`src/design/tcr_pkg.sv`:
```
// shared constants, types and decode functions of the timer control registers
package tcr_pkg;

  // register indices; the byte address on the bus is four times the index
  localparam int unsigned IDX_CLK_SRC   = 0;  // clock_source_control
  localparam int unsigned IDX_CHEN_WAVE = 1;  // channel_enable_wave_mode
  localparam int unsigned IDX_FORCE_OUT = 2;  // compare_output_force
  localparam int unsigned IDX_EVENT_CTL = 3;  // event_control
  localparam int unsigned IDX_IRQ_STAT  = 4;  // sticky event flags, write one to clear
  localparam int unsigned IDX_IRQ_MASK  = 5;  // interrupt mask, same layout
  localparam int unsigned ADR_W         = 5;  // byte address width on the bus

  // field layout
  localparam int unsigned CLOCK_SOURCE_SELECT_LSB = 0;
  localparam int unsigned CHEN_LSB   = 4;
  localparam int unsigned WMODE_LSB  = 0;
  localparam int unsigned FORCE_LSB  = 0;
  localparam int unsigned EVENT_SOURCE_SELECT_LSB  = 0;
  localparam int unsigned EVENT_DELAY_BIT  = 4;
  localparam int unsigned EVENT_ACTION_LSB  = 5;
  localparam int unsigned FLAG_WRAP  = 0;  // wrap_flag
  localparam int unsigned FLAG_COVF  = 1;  // capture_overflow_flag
  localparam int unsigned NUM_FLAGS  = 2;

  // reset values
  localparam logic [3:0] CLOCK_SOURCE_SELECT_RST = 4'h0;
  localparam logic [7:0] REG_RST    = 8'h00;

  // clock source codes
  localparam logic [3:0] CLK_OFF  = 4'h0;
  localparam logic [3:0] CLK_DIV1 = 4'h1;

  // waveform mode codes
  localparam logic [2:0] WM_NORMAL    = 3'h0;
  localparam logic [2:0] WM_FREQ      = 3'h1;
  localparam logic [2:0] WM_SINGLE    = 3'h3;
  localparam logic [2:0] WM_DUAL_TOP  = 3'h5;
  localparam logic [2:0] WM_DUAL_BOTH = 3'h6;
  localparam logic [2:0] WM_DUAL_BOT  = 3'h7;

  // event action codes
  localparam logic [2:0] EA_NONE    = 3'h0;
  localparam logic [2:0] EA_CAPTURE = 3'h1;
  localparam logic [2:0] EA_UPDOWN  = 3'h2;
  localparam logic [2:0] EA_QUADRATURE_DECODE    = 3'h3;
  localparam logic [2:0] EA_RESTART = 3'h4;
  localparam logic [2:0] EA_FREQCAP = 3'h5;
  localparam logic [2:0] EA_PWCAP   = 3'h6;

  localparam int unsigned PRESC_W = 10;  // enough for divide by 1024

  // decoded waveform mode, handed to the counter core
  typedef struct packed {
    logic wave_on;   // a waveform is generated
    logic top_cca;   // top is channel_a_compare, else period_value
    logic upd_top;   // buffered update at top
    logic upd_bot;   // buffered update at bottom
    logic ovf_top;   // wrap flag and event at top
    logic ovf_bot;   // wrap flag and event at bottom
    logic dual;      // counts up then down
  } tcr_mode_t;

  // bus request bundle
  typedef struct packed {
    logic              cyc;
    logic              stb;
    logic              we;
    logic [ADR_W-1:0]  adr;
    logic [3:0]        sel;
    logic [31:0]       dat;
  } tcr_wb_req_t;

  // waveform mode decode; reserved codes generate nothing and raise no flag
  function automatic tcr_mode_t mode_decode(input logic [2:0] wm);
    tcr_mode_t m;
    m = '0;
    case (wm)
      WM_NORMAL:    begin m.upd_top = 1'b1; m.ovf_top = 1'b1; end
      WM_FREQ:      begin m.wave_on = 1'b1; m.top_cca = 1'b1; m.upd_top = 1'b1; m.ovf_top = 1'b1; end
      WM_SINGLE:    begin m.wave_on = 1'b1; m.upd_bot = 1'b1; m.ovf_bot = 1'b1; end
      WM_DUAL_TOP:  begin m.wave_on = 1'b1; m.dual = 1'b1; m.upd_bot = 1'b1; m.ovf_top = 1'b1; end
      WM_DUAL_BOTH: begin m.wave_on = 1'b1; m.dual = 1'b1; m.upd_bot = 1'b1; m.ovf_top = 1'b1; m.ovf_bot = 1'b1; end
      WM_DUAL_BOT:  begin m.wave_on = 1'b1; m.dual = 1'b1; m.upd_bot = 1'b1; m.ovf_bot = 1'b1; end
      default:      m = '0;
    endcase
    return m;
  endfunction

  // true for the three capture actions
  function automatic logic is_capture(input logic [2:0] ea);
    return (ea == EA_CAPTURE) || (ea == EA_FREQCAP) || (ea == EA_PWCAP);
  endfunction

  // prescaler mask: a tick when all masked counter bits are ones
  function automatic logic [PRESC_W-1:0] div_mask(input logic [2:0] code);
    case (code)
      3'h1:    return 10'h000;
      3'h2:    return 10'h001;
      3'h3:    return 10'h003;
      3'h4:    return 10'h007;
      3'h5:    return 10'h03f;
      3'h6:    return 10'h0ff;
      3'h7:    return 10'h3ff;
      default: return 10'h000;
    endcase
  endfunction

endpackage

```
`src/design/tcr_ctrl.sv`:
```
// timer control registers: clock source, waveform mode, pin override, event routing
//
// How it works
// RL1 - clock code zero stops, codes one to seven divide clock
// RL2 - code top bit set counts on event channel
// RL3 - software picks undivided clock for high resolution
// RL4 - enabled channel drives pin in waveform modes
// RL5 - capture action turns enables into capture enables
// RL6 - normal mode: no waveform, period top, top events
// RL7 - frequency and single ramp decode; two codes reserved
// RL8 - dual ramp modes: bottom update, chosen wrap points
// RL9 - waveform reaches pin only with enable set
// RL10 - forced output writes set levels while stopped
// RL11 - event action field decodes seven actions
// RL12 - capture action makes error flag mean overflow
// RL13 - event delay adds exactly one clock
// RL14 - source code zero none, top bit picks channel
// RL15 - capture channels take events n to n+3
// RL16 - events act only with a non-none action
// RL17 - reserved bits read zero, written as zero
// RL18 - prescaler gives one-cycle enable; stopped counter holds
//
// Implementation choice: the Wishbone slave port.
`timescale 1ns/100ps
module tcr_ctrl
  import tcr_pkg::*;
(
  input  wire logic              mclk,
  input  wire logic              rst_b,
  input  wire logic              wb_cyc_i,
  input  wire logic              wb_stb_i,
  input  wire logic              wb_we_i,
  input  wire logic [ADR_W-1:0]  wb_adr_i,
  input  wire logic [3:0]        wb_sel_i,
  input  wire logic [31:0]       wb_dat_i,
  output logic      [31:0]       wb_dat_o,
  output logic                   wb_ack_o,
  input  wire logic [7:0]        event_chan_i,
  input  wire logic [3:0]        port_out_i,
  input  wire logic [3:0]        wave_next_i,
  input  wire logic              at_top_i,
  input  wire logic              at_bottom_i,
  input  wire logic              capture_buffer_overflow_i,
  output logic                   count_enable_o,
  output tcr_mode_t              mode_o,
  output logic                   capture_mode_o,
  output logic      [2:0]        event_action_o,
  output logic                   action_event_o,
  output logic      [3:0]        capture_event_o,
  output logic      [3:0]        pin_out_o,
  output logic      [3:0]        pin_override_o,
  output logic      [3:0]        wave_level_o,
  output logic                   wrap_event_o,
  output logic                   irq_o
);

  // ---------------- register state ----------------
  logic [3:0]            clock_source_select_q, clock_source_select_d;    // clock source code
  logic [3:0]            channel_output_enable_q, channel_output_enable_d; // per channel enables
  logic [2:0]            waveform_mode_q, waveform_mode_d;               // waveform mode code
  logic [2:0]            event_action_q, event_action_d;                 // event action code
  logic                  event_delay_q, event_delay_d;                   // one-cycle event delay
  logic [3:0]            event_source_select_q, event_source_select_d;   // event source code
  logic [NUM_FLAGS-1:0]  status_q, status_d;                             // sticky flags
  logic [NUM_FLAGS-1:0]  mask_q, mask_d;                                 // interrupt mask
  logic                  ack_q, ack_d;                                   // bus acknowledge
  logic [31:0]           rdat_q, rdat_d;                                 // read data
  tcr_wb_req_t           req;                                            // bundled bus request
  logic                  take;                                           // request accepted now
  logic                  wr_lane0;                                       // write into the low byte
  logic [ADR_W-3:0]      idx;                                            // register index
  logic [7:0]            wbyte;                                          // written byte

  // ---------------- derived state ----------------
  logic                  stopped;       // clock code is off
  logic                  cap_mode;      // a capture action is selected
  tcr_mode_t             mode_dec;      // decoded waveform mode
  logic                  presc_tick;    // prescaler enable
  logic [3:0]            wave_q, wave_d;                 // waveform output levels
  logic                  cnt_en_q, cnt_en_d;             // count enable
  logic [7:0]            ev_prev_q;                      // events one cycle late
  logic [7:0]            ev_use;                         // events after optional delay
  logic                  act_ev_q, act_ev_d;             // action event
  logic [3:0]            cap_ev_q, cap_ev_d;             // per channel capture events
  logic [3:0]            pin_q, pin_d;                   // pin output value
  logic [3:0]            ovr_q, ovr_d;                   // pin override
  logic                  wrap_q, wrap_d;                 // wrap event pulse
  logic                  irq_q, irq_d;                   // interrupt level
  tcr_mode_t             mode_q;                         // registered decode
  logic                  cap_mode_q;                     // registered capture mode

  always_comb begin
    req = '{cyc: wb_cyc_i, stb: wb_stb_i, we: wb_we_i, adr: wb_adr_i, sel: wb_sel_i, dat: wb_dat_i};
  end

  // a new request is taken only while no answer stands, so each access acks exactly once
  assign take     = req.cyc && req.stb && !ack_q;
  assign wr_lane0 = take && req.we && req.sel[0];
  assign idx      = req.adr[ADR_W-1:2];
  assign wbyte    = req.dat[7:0];
  assign stopped  = (clock_source_select_q == CLK_OFF);
  assign cap_mode = is_capture(event_action_q);
  assign mode_dec = mode_decode(waveform_mode_q);

  // ---------------- bus and register file ----------------
  // next values of the bus slave and of the control and mask registers
  always_comb begin
    clock_source_select_d   = clock_source_select_q;
    channel_output_enable_d = channel_output_enable_q;
    waveform_mode_d         = waveform_mode_q;
    event_action_d          = event_action_q;
    event_delay_d           = event_delay_q;
    event_source_select_d   = event_source_select_q;
    mask_d                  = mask_q;
    ack_d                   = take;
    rdat_d                  = 32'h0000_0000;
    if (wr_lane0) begin
      // reserved bits are simply not stored, so they read back as zero
      case (idx)
        3'(IDX_CLK_SRC):   clock_source_select_d = wbyte[CLOCK_SOURCE_SELECT_LSB +: 4];         // RL17
        3'(IDX_CHEN_WAVE): begin
          channel_output_enable_d = wbyte[CHEN_LSB +: 4];
          waveform_mode_d         = wbyte[WMODE_LSB +: 3];                          // RL17
        end
        3'(IDX_EVENT_CTL): begin
          event_action_d        = wbyte[EVENT_ACTION_LSB +: 3];
          event_delay_d         = wbyte[EVENT_DELAY_BIT];
          event_source_select_d = wbyte[EVENT_SOURCE_SELECT_LSB +: 4];
        end
        3'(IDX_IRQ_MASK):  mask_d = wbyte[NUM_FLAGS-1:0];
        default:           mask_d = mask_q;
      endcase
    end
    if (take && !req.we) begin
      // unmapped indices answer with zero data
      case (idx)
        3'(IDX_CLK_SRC):   rdat_d[CLOCK_SOURCE_SELECT_LSB +: 4] = clock_source_select_q;        // RL17
        3'(IDX_CHEN_WAVE): begin
          rdat_d[CHEN_LSB +: 4]  = channel_output_enable_q;
          rdat_d[WMODE_LSB +: 3] = waveform_mode_q;
        end
        3'(IDX_FORCE_OUT): rdat_d[FORCE_LSB +: 4] = wave_q;
        3'(IDX_EVENT_CTL): begin
          rdat_d[EVENT_ACTION_LSB +: 3] = event_action_q;
          rdat_d[EVENT_DELAY_BIT]      = event_delay_q;
          rdat_d[EVENT_SOURCE_SELECT_LSB +: 4] = event_source_select_q;
        end
        3'(IDX_IRQ_STAT):  rdat_d[NUM_FLAGS-1:0] = status_q;
        3'(IDX_IRQ_MASK):  rdat_d[NUM_FLAGS-1:0] = mask_q;
        default:           rdat_d = 32'h0000_0000;
      endcase
    end
  end

  always_ff @(posedge mclk or negedge rst_b) begin
    if (!rst_b) begin
      clock_source_select_q   <= CLOCK_SOURCE_SELECT_RST;
      channel_output_enable_q <= REG_RST[3:0];
      waveform_mode_q         <= WM_NORMAL;
      event_action_q          <= EA_NONE;
      event_delay_q           <= 1'b0;
      event_source_select_q   <= REG_RST[3:0];
      mask_q                  <= '0;
      ack_q                   <= 1'b0;
      rdat_q                  <= 32'h0000_0000;
    end else begin
      clock_source_select_q   <= clock_source_select_d;
      channel_output_enable_q <= channel_output_enable_d;
      waveform_mode_q         <= waveform_mode_d;
      event_action_q          <= event_action_d;
      event_delay_q           <= event_delay_d;
      event_source_select_q   <= event_source_select_d;
      mask_q                  <= mask_d;
      ack_q                   <= ack_d;
      rdat_q                  <= rdat_d;
    end
  end

  // ---------------- counter clock ----------------
  tcr_prescaler #(
    .PW (PRESC_W)
  ) u_presc (
    .mclk     (mclk),
    .rst_b    (rst_b),
    .div_code (clock_source_select_q[2:0]),
    .tick     (presc_tick)
  );

  // count enable from prescaler or event channel; the high-resolution path needs the undivided code
  always_comb begin
    if (clock_source_select_q[3]) begin
      cnt_en_d = event_chan_i[clock_source_select_q[2:0]];                       // RL2
    end else if (stopped) begin
      cnt_en_d = 1'b0;                                                            // RL18
    end else begin
      cnt_en_d = presc_tick;                                                      // RL1
    end
  end

  // ---------------- event routing ----------------
  // the delay stage lines up a cascaded counter's carry with our own count
  always_comb begin
    ev_use   = event_delay_q ? ev_prev_q : event_chan_i;                          // RL13
    act_ev_d = 1'b0;
    cap_ev_d = 4'h0;
    // code zero and the reserved codes select no source
    if (event_source_select_q[3] && (event_action_q != EA_NONE)) begin            // RL14 RL16
      act_ev_d = ev_use[event_source_select_q[2:0]];                              // RL11
      if (cap_mode) begin
        for (int k = 0; k < 4; k++) begin
          cap_ev_d[k] = channel_output_enable_q[k]
                        && ev_use[3'(event_source_select_q[2:0] + 3'(k))];        // RL5 RL15
        end
      end
    end
  end

  // ---------------- waveform levels and pins ----------------
  // while stopped software owns the levels; while running the core does
  always_comb begin
    wave_d = stopped ? wave_q : wave_next_i;
    if (stopped && wr_lane0 && (idx == 3'(IDX_FORCE_OUT))) begin
      wave_d = wbyte[FORCE_LSB +: 4];                                             // RL10
    end
    for (int k = 0; k < 4; k++) begin
      // the pin direction stays with software; only the output value is taken over
      ovr_d[k] = mode_dec.wave_on && channel_output_enable_q[k] && !cap_mode;     // RL4 RL9
      pin_d[k] = ovr_d[k] ? wave_q[k] : port_out_i[k];                            // RL6
    end
  end

  // ---------------- flags and interrupt ----------------
  // set wins over a write-one clear arriving in the same cycle
  always_comb begin
    wrap_d = cnt_en_q && ((mode_dec.ovf_top && at_top_i) || (mode_dec.ovf_bot && at_bottom_i)); // RL7 RL8
    status_d = status_q;
    if (take && req.we && req.sel[0] && (idx == 3'(IDX_IRQ_STAT))) begin
      status_d = status_q & ~wbyte[NUM_FLAGS-1:0];
    end
    if (wrap_d) begin
      status_d[FLAG_WRAP] = 1'b1;
    end
    if (cap_mode && capture_buffer_overflow_i) begin
      status_d[FLAG_COVF] = 1'b1;                                                 // RL12
    end
    irq_d = |(status_d & mask_d);
  end

  // registers of the datapath groups
  always_ff @(posedge mclk or negedge rst_b) begin
    if (!rst_b) begin
      cnt_en_q   <= 1'b0;
      ev_prev_q  <= 8'h00;
      act_ev_q   <= 1'b0;
      cap_ev_q   <= 4'h0;
      wave_q     <= 4'h0;
      pin_q      <= 4'h0;
      ovr_q      <= 4'h0;
      wrap_q     <= 1'b0;
      status_q   <= '0;
      irq_q      <= 1'b0;
      mode_q     <= '0;
      cap_mode_q <= 1'b0;
    end else begin
      cnt_en_q   <= cnt_en_d;
      ev_prev_q  <= event_chan_i;
      act_ev_q   <= act_ev_d;
      cap_ev_q   <= cap_ev_d;
      wave_q     <= wave_d;
      pin_q      <= pin_d;
      ovr_q      <= ovr_d;
      wrap_q     <= wrap_d;
      status_q   <= status_d;
      irq_q      <= irq_d;
      mode_q     <= mode_dec;
      cap_mode_q <= cap_mode;
    end
  end

  // every output straight from a flip-flop
  assign wb_dat_o        = rdat_q;
  assign wb_ack_o        = ack_q;
  assign count_enable_o  = cnt_en_q;
  assign mode_o          = mode_q;
  assign capture_mode_o  = cap_mode_q;
  assign event_action_o  = event_action_q;
  assign action_event_o  = act_ev_q;
  assign capture_event_o = cap_ev_q;
  assign pin_out_o       = pin_q;
  assign pin_override_o  = ovr_q;
  assign wave_level_o    = wave_q;
  assign wrap_event_o    = wrap_q;
  assign irq_o           = irq_q;
endmodule

```
`src/design/tcr_prescaler.sv`:
```
// free-running prescaler giving one-cycle count enables
`timescale 1ns/100ps
module tcr_prescaler
  import tcr_pkg::*;
#(
  parameter int unsigned PW = PRESC_W  // counter width
) (
  input  wire logic       mclk,
  input  wire logic       rst_b,
  input  wire logic [2:0] div_code,
  output logic            tick
);

  // the division table needs ten bits of counter, so any other width is refused at elaboration
  if (PW != PRESC_W) begin : g_bad_width
    $error("tcr_prescaler: width must equal PRESC_W");
  end

  logic [PW-1:0] cnt_q;  // running count
  logic [PW-1:0] cnt_d;  // next count

  // counting never stops, so a changed divider takes effect at once with a short first period
  always_comb begin
    cnt_d = cnt_q + 10'h001;
  end

  always_ff @(posedge mclk or negedge rst_b) begin
    if (!rst_b) begin
      cnt_q <= '0;
    end else begin
      cnt_q <= cnt_d;
    end
  end

  // a tick once every divided period
  always_comb begin
    tick = ((cnt_q & div_mask(div_code)) == div_mask(div_code));
  end

endmodule

```
`config.mk`:
```
export PLATFORM = sky130hd
export DESIGN_NAME = tcr_ctrl
export DESIGN_NICKNAME = d
export VERILOG_FILES = /design/src/design/tcr_pkg.sv /design/src/design/tcr_ctrl.sv /design/src/design/tcr_prescaler.sv
export SDC_FILE = /design/constraint.sdc
export NUM_CORES = 1
export LEC_CHECK = 0
export BUFFER_PORTS_ARGS = -buffer_cell sky130_fd_sc_hd__buf_4
export CAP_MARGIN = 25
export CORE_MARGIN = 3
export CORE_UTILIZATION = 54
export CTS_CLUSTER_SIZE = 30
export DETAILED_ROUTE_END_ITERATION = 16
export PLACE_DENSITY = 0.85
export SYNTH_ARGS = -nofsm -noshare
export SYNTH_HDL_FRONTEND = slang
export SYNTH_SLANG_ARGS = --single-unit
```
`constraint.sdc`:
```
create_clock -name mclk -period 4.5 [get_ports mclk]
set_clock_uncertainty 0.05 [all_clocks]
set_input_delay 0.9 -clock mclk [delete_from_list [all_inputs] [get_ports mclk]]
set_output_delay 0.9 -clock mclk [all_outputs]
set_load 0.01 [all_outputs]
```
# Yosys cells after proc, flatten, opt, wreduce, memory -nomap -nowiden
# Cells that the tools add are included.
dict set report classes {
  eq_ne 21
  n_shift 0
  div 0
  multipliers 0
  n_lt_le_gt_ge 5
  reduce_logical 45
  bitwise 4
  addsub 4
  mux 40
}
# cell n
set ops {}
lappend ops {{case mux 10 bit (6 select lines)} 1}
lappend ops {{== test 3 bit, second input constant} 11}
lappend ops {{logical AND 1 bit} 25}
lappend ops {{two-way mux 1 bit} 21}
lappend ops {{less-than comparator 3 x 4 -> 1 bit, second input constant} 5}
lappend ops {{two-way mux 4 bit} 4}
lappend ops {{two-way mux 8 bit} 2}
lappend ops {{binary-select mux 1 bit (select 3 bit)} 5}
lappend ops {{== test 3 x 2 -> 1 bit, second input constant} 5}
lappend ops {{case mux 2 bit (6 select lines)} 1}
lappend ops {{adder 10 x 1 -> 10 bit, second input constant} 1}
lappend ops {{AND 10 bit} 1}
lappend ops {{== test 10 bit} 1}
lappend ops {{== test 3 x 1 -> 1 bit, second input constant} 3}
lappend ops {{case mux 4 bit (2 select lines)} 1}
lappend ops {{OR reduction 4 bit} 2}
lappend ops {{adder 3 x 2 -> 3 bit, second input constant} 2}
lappend ops {{logical NOT 3 bit} 2}
lappend ops {{two-way mux 2 bit} 3}
lappend ops {{AND reduction 2 bit} 3}
lappend ops {{OR reduction 3 bit} 2}
lappend ops {{OR reduction 5 bit} 1}
lappend ops {{AND 2 bit} 2}
lappend ops {{logical NOT 4 bit} 1}
lappend ops {{other kinds (9)} 14}
dict set report word_totals {
  latchBits 0
  ram_bits 0
  mem_count 0
  in_bits 65
  elab_cells 147
  mem_bits_ro 0
  regBits 102
}

# Logic depth before layout (Yosys ltp)
# Gate-level depths: netlist of the first run.
dict set report logic_depth {
  ltp_word 9
  depth_mapped 6
  depth_no_buf 5
}

# Hierarchy
# Synthesis of the first run repeated with hierarchy kept, for this count alone.
dict set report unflattened {
  cells_unflattened 294
  area_unflattened_um2 3792.4
}
# mod cells_per_inst area_each_um2 n_inst
set by_module_without_submodules {}
lappend by_module_without_submodules {tcr_ctrl 253 3328.2 1}
lappend by_module_without_submodules {tcr_prescaler 41 464.2 1}

# Worst setup path after synthesis of the first run
# OpenSTA, ideal clock, no wires.
dict set report synth_timing {
  path_type {input to register}
  start {input wb_adr_i[4]}
  end {register irq_q (netlist: irq_o)}
  t_arrival_ps 2069
  n_path_buf 1
  setup_slack_ps 2256
  cell_stages 5
  required_time_ps 4325
  path_cell_list {buf_2 > nor2b_1 > and3_1 > mux2_2 > a2bb2o_1}
}
dict set report synth_via {
  word_cells_on_any_way 10
}
# item line_no
set synth_lines {}
lappend synth_lines {{start, declared} tcr_ctrl.sv:33} ;# input wire logic [ADR_W-1:0] wb_adr_i,
lappend synth_lines {{== test 3 bit} tcr_ctrl.sv:119} ;# case (idx)
lappend synth_lines {{two-way mux 2 bit} tcr_ctrl.sv:119}
lappend synth_lines {{two-way mux 2 bit} tcr_ctrl.sv:117} ;# if (wr_lane0) begin
lappend synth_lines {{via mask_d[1]} tcr_ctrl.sv:65} ;# logic [NUM_FLAGS-1:0] mask_q, mask_d;
lappend synth_lines {{AND 2 bit} tcr_ctrl.sv:246} ;# irq_d = |(status_d & mask_d);
lappend synth_lines {{OR reduction 2 bit} tcr_ctrl.sv:246}
lappend synth_lines {{via irq_d} tcr_ctrl.sv:88} ;# logic irq_q, irq_d;
lappend synth_lines {{end signal, assigned} tcr_ctrl.sv:274} ;# irq_q <= irq_d;
lappend synth_lines {{end, declared} tcr_ctrl.sv:88}
# The timed path passes the listed nets, and every way through them passes these cells.
# A chain may end at the register's enable or synchronous reset.

# Final worst setup path of the first run
dict set report layout_timing {
  start {input wb_stb_i}
  end {register channel_output_enable_q[0]}
}
dict set report layout_via {
  elab_chain_len 5
}
# item line_no
set layout_rtl {}
lappend layout_rtl {{start, declared} tcr_ctrl.sv:31} ;# input wire logic wb_stb_i,
lappend layout_rtl {{logical AND 1 bit (2 in a row)} tcr_ctrl.sv:97} ;# assign take = req.cyc && req.stb && !ack_q;
lappend layout_rtl {{via ack_d} tcr_ctrl.sv:66} ;# logic ack_q, ack_d;
lappend layout_rtl {{logical AND 1 bit (2 in a row)} tcr_ctrl.sv:98} ;# assign wr_lane0 = take && req.we && req.sel[0];
lappend layout_rtl {{AND reduction 2 bit (no source line)} --}
lappend layout_rtl {{end signal, assigned} tcr_ctrl.sv:158} ;# channel_output_enable_q <= REG_RST[3:0];
lappend layout_rtl {{end signal, assigned} tcr_ctrl.sv:168} ;# channel_output_enable_q <= channel_output_enable_d;
lappend layout_rtl {{end, declared} tcr_ctrl.sv:59} ;# logic [3:0] channel_output_enable_q, channel_output_enable_d;
# The timed path passes the listed nets, and every way through them passes these cells.

==> results of run 1 <==
power by group through the flow:
stage	clock network, mW	registers (mW)	logic, mW
finish	0.513	0.849	0.337
global route	0.546	0.861	0.371
CTS	0.520	0.848	0.338
detailed placement	0	0.862	0.336
global placement	0	0.857	0.321
floorplan	0	0.842	0.216
cells in the mapped netlist (2+ instances only):
| library cell | count |
|---|---|
| nand2b_1 | 2 |
| ha_1 | 3 |
| and3_1 | 7 |
| nor3_1 | 4 |
| clkbuf_1 | 6 |
| mux4_1 | 3 |
| dfrtp_1 | 78 |
| nand4_1 | 2 |
| a21o_1 | 3 |
| a21oi_1 | 7 |
| mux4_2 | 10 |
| nor2b_1 | 3 |
| nand2_1 | 12 |
| nand3_1 | 8 |
| xnor2_1 | 7 |
| inv_1 | 8 |
| a2111oi_0 | 3 |
| mux2i_1 | 18 |
| mux2_2 | 27 |
| buf_4 | 24 |
| nor3_2 | 2 |
| nand3b_1 | 2 |
| buf_6 | 2 |
| o21a_1 | 3 |
| o21ai_0 | 3 |
| buf_2 | 2 |
| nor2_1 | 16 |
| xor2_1 | 4 |
| a211oi_1 | 2 |
| and2_1 | 8 |
worst max path at each step:
stage / startpoint / endpoint / slack [ns] / depth (start not counted)
after global routing: wb_stb_i / channel_output_enable_q[0] / 2.16 / 6
after detailed placement: wb_stb_i / channel_output_enable_q[1] / 1.94 / 6
after global placement: wb_stb_i / channel_output_enable_q[2] / 1.99 / 6
after CTS: event_delay_q / capture_event_o[3] / 2.29 / 3
final: wb_stb_i / channel_output_enable_q[0] / 2.28 / 6
after floorplan: wb_adr_i[4] / irq_o / 2.26 / 5
layout by cell type, fill, tap and decap left out, types with 2 or more instances in the layout:
cell type and n:
dfrtp_1 78, buf_4 75, mux2_2 27, conb_1 24
mux2i_1 18, nor2_1 16, nand2_1 12, mux4_2 10
clkbuf_8 9, nand3_1 8, inv_1 8, and2_1 8
xnor2_1 7, and3_1 7, a21oi_1 7, xor2_1 4
nor3_1 4, nor2b_1 3, o21ai_0 3, a2111oi_0 3
mux4_1 3, o21a_1 3, a21o_1 3, ha_1 3
nand3b_1 2, a211oi_1 2, nand2b_1 2, nand4_1 2
nor3_2 2, clkinv_4 2, clkbuf_1 2
cell type report:
type,count,share of cell area
multi-input cells,199,0.360
clock inverters,5,0.0133
clock buffers,11,0.0291
repair buffers,77,0.132
well taps,93,0.0258
inverters,8,0.00666
flip-flops and latches,78,0.433
state kept, by name, summed over array words and instances, names as in the netlist, 3 cells and up:
register	count
u_presc.cnt_q	10
ev_prev_q	8
wb_dat_o	8
mode_o	7
capture_event_o	4
channel_output_enable_q	4
clock_source_select_q	4
event_source_select_q	4
pin_out_o	4
pin_override_o	4
wave_level_o	4
event_action_o	3
waveform_mode_q	3
stage by stage:
| step | cell area (µm²) | hold WS (ns) |
|---|---|---|
| 6_report | 4510 | 0.443 |
| 5_1_grt | 4510 | 0.481 |
| 4_1_cts | 4480 | 0.444 |
| 3_5_place_dp | 4290 | 0.428 |
| 3_3_place_gp | 4280 | 0.413 |
| 2_1_floorplan | 3850 | 0.395 |
worst max-delay path, delay by kind of cell:
| kind | cells | cell delay (ns) |
|---|---|---|
| and+or+nand+nor | 3 | 0.81 |
| muxes | 1 | 0.41 |
| buffers and inverters | 2 | 0.26 |
metal layers:
layer,vias to the layer above,part of all wire,GRT usage
met5,-,0,0
li1,1161,-,-
met1,1273,0.41,0.265
met2,95,0.52,0.349
met3,9,0.061,0.0350
met4,0,0.0097,0.0609
kinds of logic after synthesis:
family,after synthesis,synth area share
compound gates,30,0.0571
xor+xnor,11,0.0256
fa+ha+maj,3,0.00996
buf+inv,43,0.0741
flops,78,0.518
mux,58,0.209
other cells,1,0.000995
simple gates,73,0.105
==> flow_metrics.py, run 1 <==
metrics = {
    "layout": {
        "multiInputGateArea_um2": 1620,
        "syn2layout_area_growth_pct": 19.7,
        "antenna_cells": 0,
        "drive_gt1_frac": 0.352,
        "register_area_um2": 1950,
        "fin_cells": 471,
        "final_util": 0.686,
        "finalNetCount": 441,
        "fillers": 470,
    },
    "pwr": {
        "power_frac_seq": 0.500,
        "pwr-share-clk": 0.302,
        "peakVddDrop_uv": 170,
        "cellPowerDensity_nw_per_um2": 377,
        "finalPower_mw": 1.70,
        "sw_frac_of_total": 0.286,
        "p_leak_nw": 2.18,
        "cell_internal_pwr_mw": 1.21,
        "p_sw_mw": 0.486,
        "power_frac_comb": 0.199,
    },
    "hold_path": {
        "hold_path.class": "reg -> reg",
        "min_path_cells": 1,
        "hp-start": "u_presc.cnt_q[7]",
        "hold_path_end": "u_presc.cnt_q[7]",
    },
    "clocking": {
        "holdBufCountCts": 0,
        "post-cts-setup-buffer-count": 0,
        "ctsResizeCount": 0,
        "cts.path.max_buffers": 2,
        "cts-buffers-inserted": 9,
        "tritoncts": "yes",
        "clk_pin_slew_ns": 0.08,
        "clock-sinks": 78,
        "htree_levels": 3,
        "root_buffer": "clkbuf_8",
        "clk_latency_ns": 0.35,
    },
    "sta": {
        "fin_tns_setup_ns": 0,
        "finalCriticalPeriod_ns": 2.22,
        "slew_headroom": 0.557,
        "slew_viol_final": 0,
        "rsz0062_at_grt": "no",
        "worst_pin_slew_ns": 0.659,
        "finalCritPeriodShare": 0.493,
        "setup_viol": 0,
        "fmax_mhz": 451,
        "hold_violations": 0,
        "worst_slack_ns": 2.28,
    },
    "worst_setup_path": {
        "rr_endpoint": "capture_event_o[3]",
        "rr_startpoint": "event_delay_q",
        "path_cells": "buf_4 > nand3b_1 > inv_1 > nand2_1 > nor3_2 > mux2_2",
        "crit_slowest_cell": "nor3_2",
        "critPathRequiredTime_ns": 4.67,
        "ff2ff_path_depth": 3,
        "slowest_delay_ns": 0.52,
        "critical_path_class": "in -> reg",
        "cp_max_fo": 7,
        "rrSetupSlack_ns": 2.31,
        "crit_arrival_ns": 2.39,
        "cp-start-kind": "primary input",
        "cp-end-kind": "flop",
    },
    "drt": {
        "postRouteAntennaNets": 0,
        "drtPass1Iterations": 4,
        "vias": 2538,
        "wire_per_inst_um": 16.4,
        "routed_wl_mm": 7.72,
        "drtIter0Drc": 142,
        "drc": 0,
        "viasPerCell": 5.39,
    },
    "global_route": {
        "grt_pass1_vias": 2528,
        "grt_usage": 0.203,
        "antenna_found_initial": 0,
        "grt_pass1_wl_mm": 12.4,
        "grt-ovfl-total": 0,
        "grt_max_degree": 79,
    },
    "synthesis": {
        "synth-edff-count": 0,
        "syn_area_um2": 3770,
        "yosys.area.top_type": "dfrtp_1",
        "synth-main-ff-cell": "dfrtp_1",
        "ys_ff_latch": 78,
        "syn_inst": 297,
        "ys_warn_count": 0,
        "synth_top_area_frac": 0.518,
        "synthTopCellsByArea": "dfrtp_1, mux2_2, mux4_2",
        "seq_area_frac_synth": 0.518,
        "ys_types": 48,
        "async_flop_share": 1.00,
        "avgSynthCellArea_um2": 12.7,
    },
    "run": {
        "drv_cap": 0,
    },
    "floorplanning": {
        "dieArea_um2": 8010,
        "die_x_um": 89.5,
        "start_util": 0.574,
        "ios": 129,
        "die_y_um": 89.5,
        "core_area_um2": 6570,
        "num_rows": 29,
    },
    "place": {
        "io_buffer_count": 75,
        "hpwlAfterDp_mm": 5.71,
        "place_congestion": 0.870,
        "dp_slack_ns": 1.94,
        "dp_cells": 454,
    },
    "run_status": {
        "status": "finished, final reports clean",
    },
}
(Power assumes the default switching activity.)
==> run 2, diff against run 1 <==
Settings changed: CORE_UTILIZATION 54 to 50, PLACE_DENSITY 0.85 to 0.8.
Clock period 4.5 ns to 2.2 ns, I/O delays scaled along.
==> flow_metrics.py, run 2 (synthesis results as in run 1) <==
metrics = {
    "run_status": {
        "status": "finished, final reports clean",
    },
    "clocking": {
        "ctsResizeCount": 0,
        "clock-sinks": 78,
        "clk_pin_slew_ns": 0.07,
        "holdBufCountCts": 1,
        "htree_levels": 3,
        "tritoncts": "yes",
        "clk_latency_ns": 0.35,
        "root_buffer": "clkbuf_8",
        "cts.path.max_buffers": 2,
        "post-cts-setup-buffer-count": 0,
        "cts-buffers-inserted": 9,
    },
    "floorplanning": {
        "ios": 129,
        "die_x_um": 92.8,
        "core_area_um2": 7290,
        "die_y_um": 92.8,
        "start_util": 0.517,
        "dieArea_um2": 8610,
        "num_rows": 31,
    },
    "layout": {
        "final_common_cell": "buf_4",
        "largest-register": "u_presc.cnt_q",
        "layout_common_cells": "buf_4, dfrtp_1, mux2_2",
        "final_util": 0.632,
        "fillers": 565,
        "finalNetCount": 448,
        "postLayoutCellArea_um2": 4610,
        "largest_reg_flops": 10,
        "drive_gt1_frac": 0.364,
        "antenna_cells": 0,
        "syn2layout_area_growth_pct": 22.4,
    },
    "sta": {
        "slew_viol_final": 0,
        "finalCritPeriodShare": 0.923,
        "rsz0062_at_grt": "no",
        "fmax_mhz": 492,
        "fin_tns_setup_ns": 0,
        "setup_viol": 0,
        "worst_slack_ns": 0.169,
        "finalCriticalPeriod_ns": 2.03,
        "hold_violations": 0,
        "slew_headroom": 0.627,
        "worst_pin_slew_ns": 0.545,
    },
    "drt": {
        "wire_per_inst_um": 15.4,
        "postRouteAntennaNets": 0,
        "drtPass1Iterations": 4,
        "viasPerCell": 5.27,
        "drc": 0,
        "drtIter0Drc": 78,
        "vias": 2551,
        "routed_wl_mm": 7.47,
    },
    "worst_setup_path": {
        "critPathRequiredTime_ns": 2.39,
        "slowest_delay_ns": 0.68,
        "crit_arrival_ns": 2.22,
        "crit_family": "flip-flops",
        "critical_path_class": "reg -> reg",
        "cp-start-kind": "flop",
        "cp_max_fo": 13,
        "cp_num_buf_inv": 0,
        "cp-end-kind": "flop",
        "path_cells": "ha_1 > xor2_1 > mux4_1 > and3_1",
        "crit_slowest_cell": "dfrtp_1",
    },
    "pwr": {
        "peakVddDrop_uv": 375,
        "p_leak_nw": 2.23,
        "finalPower_mw": 3.69,
        "cellPowerDensity_nw_per_um2": 800,
    },
    "hold_path": {
        "hold_path.class": "in -> reg",
    },
    "place": {
        "dpl_cell_area_um2": 4360,
        "hpwlAfterDp_mm": 5.62,
        "io_buffer_count": 75,
        "place_congestion": 0.831,
        "dp_slack_ns": 0.182,
    },
    "global_route": {
        "grt_pass1_wl_mm": 11.8,
        "grt-ovfl-total": 0,
        "antenna_found_initial": 0,
        "grt_max_degree": 49,
        "grt_pass1_vias": 2422,
        "grt_usage": 0.180,
    },
    "run": {
        "drv_cap": 0,
    },
}
==> run 2: where the power goes <==
group / switching [mW] / leakage (nW) / internal (mW)
combinational: 0.308 / 1.11 / 0.391
sequential: 0.159 / 1.00 / 1.57
clock: 0.508 / 0.112 / 0.752
==> run 2: path summary, 6_finish.rpt <==
path / startpoint / to / slack (ns) / cells after the start
min reg2reg: u_presc.cnt_q[7] / u_presc.cnt_q[7] / 0.43 / 1
max: event_source_select_q[0] / capture_event_o[1] / 0.17 / 4
min: event_chan_i[2] / ev_prev_q[2] / 0.18 / 1
min in group asynchronous: rst_b / pin_override_o[3] / 0.51 / 2
max reg2reg: event_source_select_q[0] / capture_event_o[1] / 0.17 / 4
max in group asynchronous: rst_b / ev_prev_q[5] / 1.02 / 3
==> run 2: stage by stage <==
step | instances | hold slack [ns]
floorplan | 320 | 0.0944
global placement | 467 | 0.334
detailed placement | 467 | 0.333
CTS | 484 | 0.164
global route | 484 | 0.149
finish | 484 | 0.178
==> run 2: layout make-up <==
cell class                 count  area, µm²  area share
multi-input combinational    199       1620       0.352
timing repair buffer          84        646       0.140
inverter                       8       30.0     0.00651
sequential                    78       1950       0.423
tap                           99        124      0.0269
clock inverter                 6        110      0.0239
clock buffer                  10        128      0.0277
==> run 2: per-layer routing <==
| layer | vias to the layer above | routed length [µm] | track usage |
|---|---|---|---|
| met3 | 11 | 521 | 0.0471 |
| met4 | 0 | 131 | 0.0635 |
| met1 | 1269 | 3160 | 0.233 |
| met2 | 91 | 3650 | 0.292 |
| met5 | - | 0 | 0 |
| li1 | 1180 | - | - |
==> run 3, diff against run 2 <==
Settings changed: CORE_UTILIZATION 50 to 36, PLACE_DENSITY 0.8 to default.
==> flow_metrics.py, run 3 (synthesis results as in run 1) <==
metrics = {
    "drt": {
        "drtPass1Iterations": 4,
        "routed_wl_mm": 7.94,
        "wire_per_inst_um": 15.3,
        "drtIter0Drc": 96,
        "vias": 2485,
        "viasPerCell": 4.80,
        "postRouteAntennaNets": 0,
        "drc": 0,
    },
    "clocking": {
        "holdBufCountCts": 1,
        "tritoncts": "yes",
        "clk_latency_ns": 0.34,
        "cts-buffers-inserted": 9,
        "clk_pin_slew_ns": 0.08,
        "htree_levels": 3,
        "clock-sinks": 78,
        "ctsResizeCount": 0,
        "root_buffer": "clkbuf_8",
        "post-cts-setup-buffer-count": 0,
        "cts.path.max_buffers": 2,
    },
    "worst_setup_path": {
        "ff2ff_path_depth": 4,
        "cp-start-kind": "flop",
        "crit_arrival_ns": 2.21,
        "critical_path_class": "reg -> reg",
        "cp-end-kind": "flop",
        "crit_slowest_cell": "dfrtp_1",
        "rrSetupSlack_ns": 0.18,
        "critPathRequiredTime_ns": 2.39,
        "rr_endpoint": "capture_event_o[1]",
        "path_cells": "ha_1 > xor2_1 > mux4_1 > and3_1",
        "cp_max_fo": 13,
        "slowest_delay_ns": 0.68,
        "rr_startpoint": "event_source_select_q[0]",
    },
    "layout": {
        "fin_cells": 518,
        "largest_reg_flops": 10,
        "layout_common_cells": "buf_4, dfrtp_1, mux2_2",
        "fillers": 925,
        "largest-register": "u_presc.cnt_q",
        "drive_gt1_frac": 0.366,
        "final_common_cell": "buf_4",
        "multiInputGateArea_um2": 1620,
        "register_area_um2": 1950,
        "postLayoutCellArea_um2": 4660,
        "syn2layout_area_growth_pct": 23.7,
        "antenna_cells": 0,
        "finalNetCount": 449,
    },
    "global_route": {
        "grt-ovfl-total": 0,
        "grt_max_degree": 45,
        "grt_usage": 0.142,
        "grt_pass1_vias": 2421,
        "antenna_found_initial": 0,
        "grt_pass1_wl_mm": 12.9,
    },
    "hold_path": {
        "hold_path_end": "ev_prev_q[6]",
        "hold_path.class": "in -> reg",
        "hp-start": "event_chan_i[6]",
        "min_path_cells": 1,
    },
    "run": {
        "drv_cap": 0,
    },
    "floorplanning": {
        "start_util": 0.378,
        "die_x_um": 108,
        "dieArea_um2": 11700,
        "die_y_um": 108,
        "num_rows": 36,
        "core_area_um2": 9950,
        "ios": 129,
    },
    "sta": {
        "finalCriticalPeriod_ns": 2.02,
        "worst_pin_slew_ns": 0.513,
        "setup_viol": 0,
        "hold_ws_ns": 0.185,
        "finalCritPeriodShare": 0.918,
        "slew_headroom": 0.649,
        "rsz0062_at_grt": "no",
        "hold_violations": 0,
        "worst_slack_ns": 0.179,
        "fin_tns_setup_ns": 0,
        "fmax_mhz": 495,
        "slew_viol_final": 0,
    },
    "place": {
        "dp_slack_ns": 0.182,
        "io_buffer_count": 75,
        "place_congestion": 0.803,
        "hpwlAfterDp_mm": 5.95,
        "dpl_cell_area_um2": 4410,
        "dp_cells": 502,
    },
    "pwr": {
        "cellPowerDensity_nw_per_um2": 793,
        "peakVddDrop_uv": 317,
        "p_leak_nw": 2.24,
    },
    "run_status": {
        "status": "finished, final reports clean",
    },
}
-- run 3: cell count changes in the layout (fill, tap and decap cells not counted), sizes merged --
cell | previous run | this run
clkbuf | 10 | 9
clkinv | 1 | 2
clkinvlp | 2 | 1
buf | 83 | 84
-- run 3: how the worst max path moves through the flow --
stage,from,endpoint,depth (start not counted)
after detailed placement,event_source_select_q[0],capture_event_o[1],4
after global routing,event_source_select_q[0],capture_event_o[1],4
after CTS,event_source_select_q[0],capture_event_o[1],4
final,event_source_select_q[0],capture_event_o[1],4
after floorplan,event_delay_q,capture_event_o[1],4
after global placement,wb_stb_i,clock_source_select_q[0],5
-- run 3: power breakdown --
| part | leakage, nW | switching [mW] | internal, mW |
|---|---|---|---|
| clock | 0.115 | 0.516 | 0.747 |
| sequential | 1.00 | 0.146 | 1.57 |
| combinational | 1.12 | 0.319 | 0.396 |
-- run 3: cell type report --
class | instances | share of cell area
sequential | 78 | 0.419
multi-input combinational | 199 | 0.348
timing repair buffer | 85 | 0.140
tap | 133 | 0.0357
clock buffer | 9 | 0.0266
clock inverter | 6 | 0.0239
inverter | 8 | 0.00644
-- run 3: layer usage --
layer  vias up  share of wire  global-route usage
li1       1182              -                   -
met1      1198           0.46               0.208
met2        95           0.45               0.208
met3        10          0.075              0.0287
met4         0          0.014              0.0559
met5         -              0                   0
-- run 3: stage by stage --
stage / util / total power, mW
global route: 0.468 / 3.90
finish: 0.468 / 3.70
global placement: 0.443 / 2.46
CTS: 0.468 / 3.75
floorplan: - / 2.16
detailed placement: 0.443 / 2.47
-- run 3: critical path, delay by kind of cell, from the launching register on --
kind,cells,cell delay (ns)
multiplexers,1,0.57
AND/OR/NAND/NOR,1,0.19
adder cells (fa/ha/maj),1,0.25
flip-flops,1,0.68
XOR/XNOR,1,0.17
